--- src/hdl/vmc_pkg.sv ---
// vmc_pkg: constants for the 8086-emulation mode controller
// assumes a 32-bit flags word laid out as the core's flags register
package vmc_pkg;
  localparam int FLAGS_W        = 32;
  localparam int VM_BIT         = 17;          // upper word, only 32-bit images carry it
  localparam int NT_BIT         = 14;
  localparam int IO_PRIVILEGE_FIELD_LO        = 12;
  localparam int IO_PRIVILEGE_FIELD_HI        = 13;
  localparam int UPPER_LO       = 16;
  localparam logic [1:0] EMU_CPL = 2'h3;
  localparam int SEG_W          = 16;
  localparam int LIN_W          = 32;
  localparam int EMU_LIN_W      = 21;          // 1 MByte plus 64 KBytes fits in 21 bits
  localparam logic [31:0] EMU_LIN_TOP = 32'h0010ffef;
  localparam logic [31:0] FLAGS_RESET = 32'h00000002;
  localparam logic [1:0]  CPL_RESET   = 2'h0;
  typedef enum logic [1:0] {VMC_IDLE, VMC_FLAGS, VMC_SEGS} vmc_state_e;
endpackage

--- src/hdl/vmc_ctrl.sv ---
// vmc_ctrl: virtual-machine flag keeper, segment base former and emulation address guard
// assumes one core clock, one-cycle event pulses from the sequencer, sync active-high reset
// What this block does
// - emulation mode runs exactly while the virtual-machine flag is set
// - flag only becomes set on task switch or interrupt return
// - flags pop and direct flag writes never change the virtual-machine flag
// - segment loads pick 8086 or protected base formation from the flag
// - decoder gets flag to mark unsupported and I/O-privilege-sensitive instructions
// - task switch from a 16-bit image clears the virtual-machine flag
// - task switch updates the flag before any segment register is loaded
// - flag set after switch: segments loaded with 8086-style base formation
// - switch to task whose stored image has flag set enters emulation
// - non-nested interrupt return with flag set in popped image enters emulation
// - nested-task interrupt return to an emulation task enters emulation
// - emulation runs at current privilege level 3
// - 21-bit emulation addresses widen to 32-bit before paging
// - emulation addresses stay within first 1 MByte plus 64 KBytes once the segment reload after the flag sets has finished
// - emulation accesses to supervisor pages are denied
// - switch to 16-bit or flag-clear image leaves emulation with protected bases
// - servicing an interrupt or exception raised in emulation leaves emulation when no reload is under way and no switch or return starts in the same cycle
// - I/O privilege field sits at bits 12 and 13 of flags word
//
// Implementation choices: the placing of the registers and the strobed register port.
`timescale 1ns/1ns
module vmc_ctrl
  import vmc_pkg::*;
#(
  parameter int NSEG = 6
)(
  input  wire logic               core_clk,            // core clock
  input  wire logic               rst,                 // sync reset, active high
  // task switch request
  input  wire logic               ts_start,            // pulse: begin task switch
  input  wire logic               ts_image_32,         // new image is 32-bit
  input  wire logic [FLAGS_W-1:0] ts_flags_image,      // flags from new task image
  input  wire logic [SEG_W-1:0]   ts_seg_sel [NSEG],   // segment images from new task
  input  wire logic [1:0]         ts_cpl,              // privilege of new task when protected
  // interrupt return
  input  wire logic               interrupt_return_instr_start,          // pulse: interrupt return
  input  wire logic [FLAGS_W-1:0] interrupt_return_instr_flags_image,    // flags popped from stack
  input  wire logic               interrupt_return_instr_target_emu,     // nested return target is emulation task
  input  wire logic [SEG_W-1:0]   interrupt_return_instr_seg_sel [NSEG], // segment images popped
  input  wire logic [1:0]         interrupt_return_instr_cpl,            // privilege when returning protected
  // live flag writes and event service
  input  wire logic               flags_wr,            // pulse: flags pop or direct write
  input  wire logic [FLAGS_W-1:0] flags_wr_data,       // value written
  input  wire logic               event_service,       // pulse: interrupt or exception taken
  // single segment register load
  input  wire logic               seg_load,            // pulse: load one segment register
  input  wire logic [2:0]         seg_load_idx,        // which segment register
  input  wire logic [SEG_W-1:0]   seg_load_sel,        // selector or paragraph value
  input  wire logic [LIN_W-1:0]   seg_desc_base,       // descriptor base for protected mode
  // address path
  input  wire logic [2:0]         addr_seg_idx,        // segment used for access
  input  wire logic [SEG_W-1:0]   addr_offset,         // effective offset
  input  wire logic               addr_valid,          // access requested
  input  wire logic               page_user,           // page entry user/supervisor bit
  output logic [FLAGS_W-1:0]      flags_word,          // live flags word
  output logic                    virtual_machine_flag,// emulation mode active
  output logic [1:0]              current_privilege_level, // current privilege
  output logic [1:0]              io_privilege_field,  // I/O privilege field
  output logic                    dec_emu_mode,        // decoder emulation qualifier
  output logic                    dec_io_privilege_field_sensitive,  // I/O-sensitive instructions trap
  output logic                    seg_busy,            // segment reload in progress
  output logic [LIN_W-1:0]        lin_addr,            // linear address to paging
  output logic                    lin_valid,           // linear address valid
  output logic                    access_denied        // emulation hit supervisor page
);
  vmc_state_e         st_q, st_d;
  logic [FLAGS_W-1:0] flags_q, flags_d;
  logic [1:0]         cpl_q, cpl_d, new_cpl_q, new_cpl_d;
  logic [SEG_W-1:0]   new_sel_q [NSEG];
  logic [SEG_W-1:0]   new_sel_d [NSEG];
  logic [LIN_W-1:0]   base_q [NSEG];
  logic [LIN_W-1:0]   base_d [NSEG];
  logic [FLAGS_W-1:0] pend_flags_q, pend_flags_d;
  logic [LIN_W-1:0]   lin_q, lin_d;
  logic               lin_v_q, lin_v_d, deny_q, deny_d;
  logic               dec_emu_q, dec_io_q;
  logic               busy_q;
  logic [EMU_LIN_W-1:0] emu_sum;

  // paragraph shift: the seg*16 base as an 8086 would form it
  function automatic logic [LIN_W-1:0] emu_base(input logic [SEG_W-1:0] sel);
    emu_base = {12'h000, sel, 4'h0};
  endfunction

  always_comb
  begin
    st_d         = st_q;
    flags_d      = flags_q;
    cpl_d        = cpl_q;
    new_cpl_d    = new_cpl_q;
    pend_flags_d = pend_flags_q;
    new_sel_d    = new_sel_q;
    base_d       = base_q;
    unique case (st_q)
      VMC_IDLE:
      begin
        if (ts_start)
        begin
          pend_flags_d = ts_flags_image;
          if (!ts_image_32)
            pend_flags_d[FLAGS_W-1:UPPER_LO] = '0;
          new_sel_d = ts_seg_sel;
          new_cpl_d = ts_cpl;
          st_d      = VMC_FLAGS;
        end
        else if (interrupt_return_instr_start)
        begin
          pend_flags_d = interrupt_return_instr_flags_image;
          if (flags_q[NT_BIT])
            pend_flags_d[VM_BIT] = interrupt_return_instr_target_emu;
          new_sel_d = interrupt_return_instr_seg_sel;
          new_cpl_d = interrupt_return_instr_cpl;
          st_d      = VMC_FLAGS;
        end
        else if (event_service && flags_q[VM_BIT])
        begin
          flags_d[VM_BIT] = 1'b0;
          cpl_d           = CPL_RESET;
          for (int i = 0; i < NSEG; i++)
            base_d[i] = '0;
        end
        else if (flags_wr)
        begin
          flags_d         = flags_wr_data;
          flags_d[VM_BIT] = flags_q[VM_BIT];
        end
        else if (seg_load && int'(seg_load_idx) < NSEG)
          base_d[seg_load_idx] = flags_q[VM_BIT] ? emu_base(seg_load_sel) : seg_desc_base;
      end
      VMC_FLAGS:
      begin
        // flag lands one cycle before any segment base is formed
        flags_d = pend_flags_q;
        cpl_d   = pend_flags_q[VM_BIT] ? EMU_CPL : new_cpl_q;
        st_d    = VMC_SEGS;
      end
      VMC_SEGS:
      begin
        // protected bases come from the sequencer's descriptor fetch on seg_desc_base
        for (int i = 0; i < NSEG; i++)
          base_d[i] = flags_q[VM_BIT] ? emu_base(new_sel_q[i]) : seg_desc_base;
        st_d = VMC_IDLE;
      end
      default:
        st_d = VMC_IDLE;
    endcase
  end

  always_ff @(posedge core_clk)
  begin
    if (rst)
    begin
      st_q         <= VMC_IDLE;
      flags_q      <= FLAGS_RESET;
      cpl_q        <= CPL_RESET;
      new_cpl_q    <= CPL_RESET;
      pend_flags_q <= FLAGS_RESET;
      for (int i = 0; i < NSEG; i++)
      begin
        new_sel_q[i] <= '0;
        base_q[i]    <= '0;
      end
    end
    else
    begin
      st_q         <= st_d;
      flags_q      <= flags_d;
      cpl_q        <= cpl_d;
      new_cpl_q    <= new_cpl_d;
      pend_flags_q <= pend_flags_d;
      new_sel_q    <= new_sel_d;
      base_q       <= base_d;
    end
  end

  // address path: 21-bit sum caps reach at 10ffefh without 1 MByte wrap
  always_comb
  begin
    emu_sum = base_q[addr_seg_idx][EMU_LIN_W-1:0] + {5'h00, addr_offset};
    lin_v_d = addr_valid && (int'(addr_seg_idx) < NSEG);
    deny_d  = 1'b0;
    if (flags_q[VM_BIT])
    begin
      lin_d  = {{(LIN_W-EMU_LIN_W){1'b0}}, emu_sum};
      deny_d = lin_v_d && !page_user;
    end
    else
      lin_d = base_q[addr_seg_idx] + {{(LIN_W-SEG_W){1'b0}}, addr_offset};
  end

  always_ff @(posedge core_clk)
  begin
    if (rst)
    begin
      lin_q     <= '0;
      lin_v_q   <= 1'b0;
      deny_q    <= 1'b0;
      dec_emu_q <= 1'b0;
      dec_io_q  <= 1'b0;
      busy_q    <= 1'b0;
    end
    else
    begin
      lin_q     <= lin_d;
      lin_v_q   <= lin_v_d;
      deny_q    <= deny_d;
      dec_emu_q <= flags_d[VM_BIT];
      dec_io_q  <= flags_d[VM_BIT] && (flags_d[IO_PRIVILEGE_FIELD_HI:IO_PRIVILEGE_FIELD_LO] != EMU_CPL);
      // registered so the busy output comes straight from a flop, same timing as the state
      busy_q    <= (st_d != VMC_IDLE);
    end
  end

  assign flags_word              = flags_q;
  assign virtual_machine_flag    = flags_q[VM_BIT];
  assign current_privilege_level = cpl_q;
  assign io_privilege_field      = flags_q[IO_PRIVILEGE_FIELD_HI:IO_PRIVILEGE_FIELD_LO];
  assign dec_emu_mode            = dec_emu_q;
  assign dec_io_privilege_field_sensitive      = dec_io_q;
  assign seg_busy                = busy_q;
  assign lin_addr                = lin_q;
  assign lin_valid               = lin_v_q;
  assign access_denied           = deny_q;
endmodule

--- config.mk ---
export PLATFORM = sky130hd
export DESIGN_NAME = vmc_ctrl
export DESIGN_NICKNAME = d
export VERILOG_FILES = /design/src/hdl/vmc_pkg.sv /design/src/hdl/vmc_ctrl.sv
export SDC_FILE = /design/constraint.sdc
export NUM_CORES = 1
export LEC_CHECK = 0
export BUFFER_PORTS_ARGS = -buffer_cell sky130_fd_sc_hd__buf_2
export CAP_MARGIN = 20
export CORE_MARGIN = 10
export CORE_UTILIZATION = 49
export CTS_CLUSTER_SIZE = 30
export DETAILED_ROUTE_END_ITERATION = 7
export PLACE_DENSITY = 0.84
export SYNTH_ARGS = -nofsm -noshare
export SYNTH_HDL_FRONTEND = slang
export SYNTH_SLANG_ARGS = --single-unit
--- constraint.sdc ---
create_clock -name core_clk -period 4.4 [get_ports core_clk]
set_clock_uncertainty 0.05 [all_clocks]
set_input_delay 0.88 -clock core_clk [delete_from_list [all_inputs] [get_ports core_clk]]
set_output_delay 0.88 -clock core_clk [all_outputs]
set_load 0.005 [all_outputs]
## Word level (Yosys, flattened, before mapping)

Cells that the tools add are included.
Widths: inputs -> output; s select.

- Output and inout bits: 74
- Flip-flop bits (word level): 395
- Word-level logic and storage cells: 106

- Bitwise operators: 3
- Equal/unequal tests: 10
- $lt $le $gt $ge: 5
- Mux-type cells: 43
- Reductions and logical operators: 18
- Add/subtract/negate cells: 2

Operator list:

| operator | count |
|---|---|
| $mux 192 | 5 |
| $mux 32 | 15 |
| $pmux 192 s2 | 1 |
| $bwmux 192 | 1 |
| $mux 96 | 2 |
| $bmux 32 s3 | 1 |
| $demux 32 s3 | 1 |
| $pmux 32 s2 | 1 |
| $add 32x16->32 | 1 |
| $add 21x16->21 | 1 |
| $mux 21 | 1 |
| $mux 17 | 1 |
| $mux 16 | 1 |
| $mux 2 | 8 |
| $mux 14 | 1 |
| $ne 2x2->1 const B | 6 |
| $reduce_and 5->1 | 2 |
| $ge 4x4->1 const B | 2 |
| $not 3->4 | 2 |
| $pmux 2 s2 | 2 |
| $reduce_bool 2->1 | 4 |
| $logic_and 1x1->1 | 6 |
| $lt 3x3->1 const B | 2 |
| $ne 3x3->1 const B | 2 |
| other kinds (10) | 12 |

## Logic depth before layout (Yosys ltp)

- Depth in word-level cells: 12
- Mapped depth: 18
- Gate-level depth less buffers: 11

## Worst setup path before layout

OpenSTA, ideal clock, no wires.

- Kind: input -> register
- From: in addr_seg_idx[0]
- To: reg lin_q[12], in the netlist lin_addr[12]
- Required time: 4.229 ns
- Stages on the path: 17
- Setup slack: -0.364 ns
- Arrival time: 4.593 ns
- Library setup time: 0.121 ns
- Path through: buf_6 buf_12 buf_12 buf_2 buf_2 buf_4 mux4_2 nand2_1 o21ai_0 ha_1 fa_1 a21oi_1 o211ai_1 a21o_1 a21o_1 a221oi_1 mux2_2

- Longest elaborated chain between the ends: 6

RTL lines:

| what | line | source |
|---|---|---|
| start, declared | vmc_ctrl.sv:54 | `input wire logic [2:0] addr_seg_idx,` |
| $not 3->4 (not written as such) (*) | vmc_ctrl.sv:182, vmc_ctrl.sv:191 |  |
| $bmux 32 s3 (*) | vmc_ctrl.sv:182, vmc_ctrl.sv:191 |  |
| $mux 32 (not written as such) (*) (2 in a row) | vmc_ctrl.sv:191 | `lin_d = base_q[addr_seg_idx] + {{(LIN_W-SEG_W){1'b0}}, addr_offset};` |
| $add 32x16->32 / $add 21x16->21 (equally long branches) | vmc_ctrl.sv:191, vmc_ctrl.sv:182 |  |
| $mux 21 (*) | vmc_ctrl.sv:185 | `if (flags_q[VM_BIT])` |
| end signal, assigned | vmc_ctrl.sv:207 | `lin_q <= lin_d;` |
| end, declared | vmc_ctrl.sv:77 | `logic [LIN_W-1:0] lin_q, lin_d;` |

Every way passes the cells marked *; elsewhere a longest branch is shown, timed or not. The select of a mux whose other input is x is not followed.
A chain may end at the register's enable or synchronous reset.

## Worst setup path in the final report

- From: in addr_seg_idx[0]
- To: reg lin_q[18], in the netlist lin_addr[18]

Same word-level chain as after synthesis.

==> flow_metrics.tcl <==
set metrics [dict create \
    rows 72 \
    io_buffers 445 \
    fin_util 0.600 \
    routabilityCongestion 0.983 \
    drc 0 \
    cts_tree "built" \
    initial_core_util 0.499 \
    vdd_drop_max_v 0.000245 \
    die_h_um 219 \
    vias_per_cell 6.14 \
    synth_compound_area_frac 0.204 \
    grt_pass1_wl_um 113000 \
    die_x_um 219 \
    dp_slack_ns 0.148 \
    p_total_mw 8.96 \
    rsz0062_at_grt "false" \
    syn_avg_cell_area_um2 8.25 \
    cts_buffer_depth 3 \
    setup_slack_ns 0.709 \
    drv_cap 0 \
    boundaryPins 447 \
    synth-edff-count 0 \
    cp-start-kind "primary input" \
    core_um2 38900 \
    seq_area_frac_synth 0.406 \
    fin_crit_ns 3.69 \
    synth.cell_area_um2 19400 \
    die_area_um2 48000 \
    totalWireLength_um 75200 \
    clock.fmax_ghz 0.271 \
    holdBufCountCts 0 \
    critical-path-max-stage-delay_ns 0.51 \
    final_area_um2 23400 \
    clk_pin_slew_worst_paths_ns 0.06 \
    async_reset_ff_frac 0 \
    synth_xor_area_frac 0.00586 \
    cts-resized-gates 0 \
    muxShareOfSynthArea 0.119 \
    syn_inst 2354 \
    yosys_warnings 0 \
    num_vias 19800 \
    drtIter0Drc 2553 \
    arrival_ns 4.12 \
    critPathRequiredTime_ns 4.83 \
    crit_type "primary input to register" \
    hold_class "register to register" \
    numCtsBuffers 41 \
    ant_nets 0 \
    ys.flop_type "dfxtp_1" \
    dp_hpwl_um 55500 \
    finalNonFillerCells 3233 \
    crit_path_end_kind "register" \
    dpl_cell_area_um2 21900 \
    p_per_area_nw_per_um2 383 \
    crit_chain "buf_4, buf_12, mux4_2, nand2_1, o21ai_0, ha_1, a21oi_2, o211ai_1, a32oi_1, a21o_1, or3_1, a21oi_1" \
    clock_latency_ns 0.58 \
    grt_pass1_vias 19600 \
    slew_violations 0 \
    syn_nets 2744 \
    synth_top_family_by_area "simple AND/OR/NAND/NOR gates" \
    max_slew.worst_pin.slew_ns 1.21 \
    finalCritPeriodShare 0.839 \
    drive_gt1_frac 0.233 \
    timing.setup.tns_ns 0 \
    synth_fa_ha_area_frac 0.0113 \
    grt_max_degree 227 \
    cts_setup_buffers 0 \
    fin_nets 3064 \
    antenna_found_initial 11 \
    cts.htree.levels 2 \
    synth_simple_gate_area_frac 0.206 \
    status "complete, no violations" \
    dp_cells 3148 \
    syn2layout_area_growth_pct 20.2 \
    n_fill_cell 3405 \
    grt_usage 0.299 \
    hold_ws_ns 0.397 \
    cts_num_sinks 394 \
    path_max_fanout 20 \
    grt-ovfl-total 0 \
    root_buffer "clkbuf_16" \
    leakage_nw 9.66 \
    hold_viol_final 0 \
    ys_types 68 \
    wl_per_cell_um 23.2 \
    drtPass1Iterations 6 \
    slowest_stage "mux4_2" \
    finalSetupViolations 0 \
    max_slew_margin 0.194 \
    ys_ff_latch 394 \
]
## flip-flops by register name (all words and copies together) (netlist names)
name,flops
lin_valid,1
new_sel_q,96
seg_busy,1
new_cpl_q,2
st_q,2
access_denied,1
current_privilege_level,2
dec_io_privilege_field_sensitive,1
lin_addr,32
pend_flags_q,32
base_q,192
flags_word,32
## per-layer routing
metal	global-route usage	share of wire	vias to the layer above
li1	-	-	9177
met1	0.361	0.38	9277
met2	0.498	0.47	1152
met3	0.0710	0.10	239
met4	0.129	0.044	2
met5	0	0.00017	-
## layout by cell type (no fill, tap or decap), types with 10 or more instances in the layout
master	count
o21ai_0	36
nor3_1	130
dfxtp_1	393
a221oi_1	33
o22ai_1	80
a211oi_1	120
or3_1	10
buf_2	442
mux2i_1	155
a21oi_1	250
mux4_2	19
nand2_1	175
inv_1	11
clkbuf_16	41
or2_2	24
nor2_1	347
nor2b_1	39
diode_2	10
a22o_1	17
nand3_1	107
buf_4	47
xnor2_1	10
a22oi_1	26
ha_1	16
mux4_1	11
a21o_1	11
clkbuf_8	10
## worst max-delay path, delay by kind of cell
| kind | cells | cell delay (ns) |
|---|---|---|
| buf+inv | 2 | 0.48 |
| simple gates | 2 | 0.48 |
| mux | 1 | 0.51 |
| fa+ha+maj | 1 | 0.42 |
| compound gates | 6 | 1.33 |
## report_power, final
group / leakage [nW] / internal, mW / switching, mW
clock network: 0.702 / 2.15 / 1.55
registers: 3.22 / 3.77 / 0.143
logic: 5.73 / 0.514 / 0.832
total: 9.66 / 6.44 / 2.52
## synth_stat cells, types with 7 or more instances
cell type / number / share of area
nor3_1: 137 / 0.035
buf_1: 12 / 0.0023
a21o_1: 11 / 0.0043
or3_1: 10 / 0.0032
nand2_1: 175 / 0.034
dfxtp_1: 394 / 0.41
o21ai_0: 37 / 0.0095
a221oi_1: 33 / 0.015
nor2_1: 347 / 0.067
and3_1: 8 / 0.0026
nor2b_1: 40 / 0.013
buf_4: 7 / 0.0027
o22ai_1: 80 / 0.026
nand3_1: 107 / 0.028
xnor2_1: 10 / 0.0045
a211oi_1: 120 / 0.046
a22oi_1: 26 / 0.010
a22o_1: 17 / 0.0077
mux2i_1: 155 / 0.080
or2_2: 24 / 0.0077
clkbuf_1: 182 / 0.035
buf_2: 15 / 0.0039
mux4_1: 11 / 0.015
inv_1: 11 / 0.0021
a21oi_1: 251 / 0.065
ha_1: 16 / 0.010
mux4_2: 19 / 0.022
nand2b_1: 7 / 0.0023
## layout make-up
class | count | area [um^2] | area share
antenna | 10 | 25.0 | 0.00107
clock buffer | 56 | 1180 | 0.0506
clock inverter | 18 | 244 | 0.0104
inverter | 12 | 45.0 | 0.00193
multi-input combinational | 1729 | 10600 | 0.455
sequential | 394 | 7890 | 0.338
tap | 518 | 648 | 0.0277
timing repair buffer | 496 | 2690 | 0.115
## final timing paths
kind	from	slack, ns	depth (start not counted)	end
setup reg to reg	base_q[64]$_SDFFE_PP0P_	1.08	11	lin_addr[18]$_SDFF_PP0_
setup / recovery	addr_seg_idx[0]	0.71	12	lin_addr[18]$_SDFF_PP0_
hold reg to reg	base_q[182]$_SDFFE_PP0P_	0.40	2	base_q[182]$_SDFFE_PP0P_
hold / removal	base_q[182]$_SDFFE_PP0P_	0.40	2	base_q[182]$_SDFFE_PP0P_
## cell families after synthesis
| kind of cell | Yosys count |
|---|---|
| xor+xnor | 13 |
| buf+inv | 231 |
| simple gates | 887 |
| flops | 394 |
| mux | 188 |
| compound gates | 624 |
| fa+ha+maj | 17 |
Note: power is estimated with default switching activity, not from simulation.
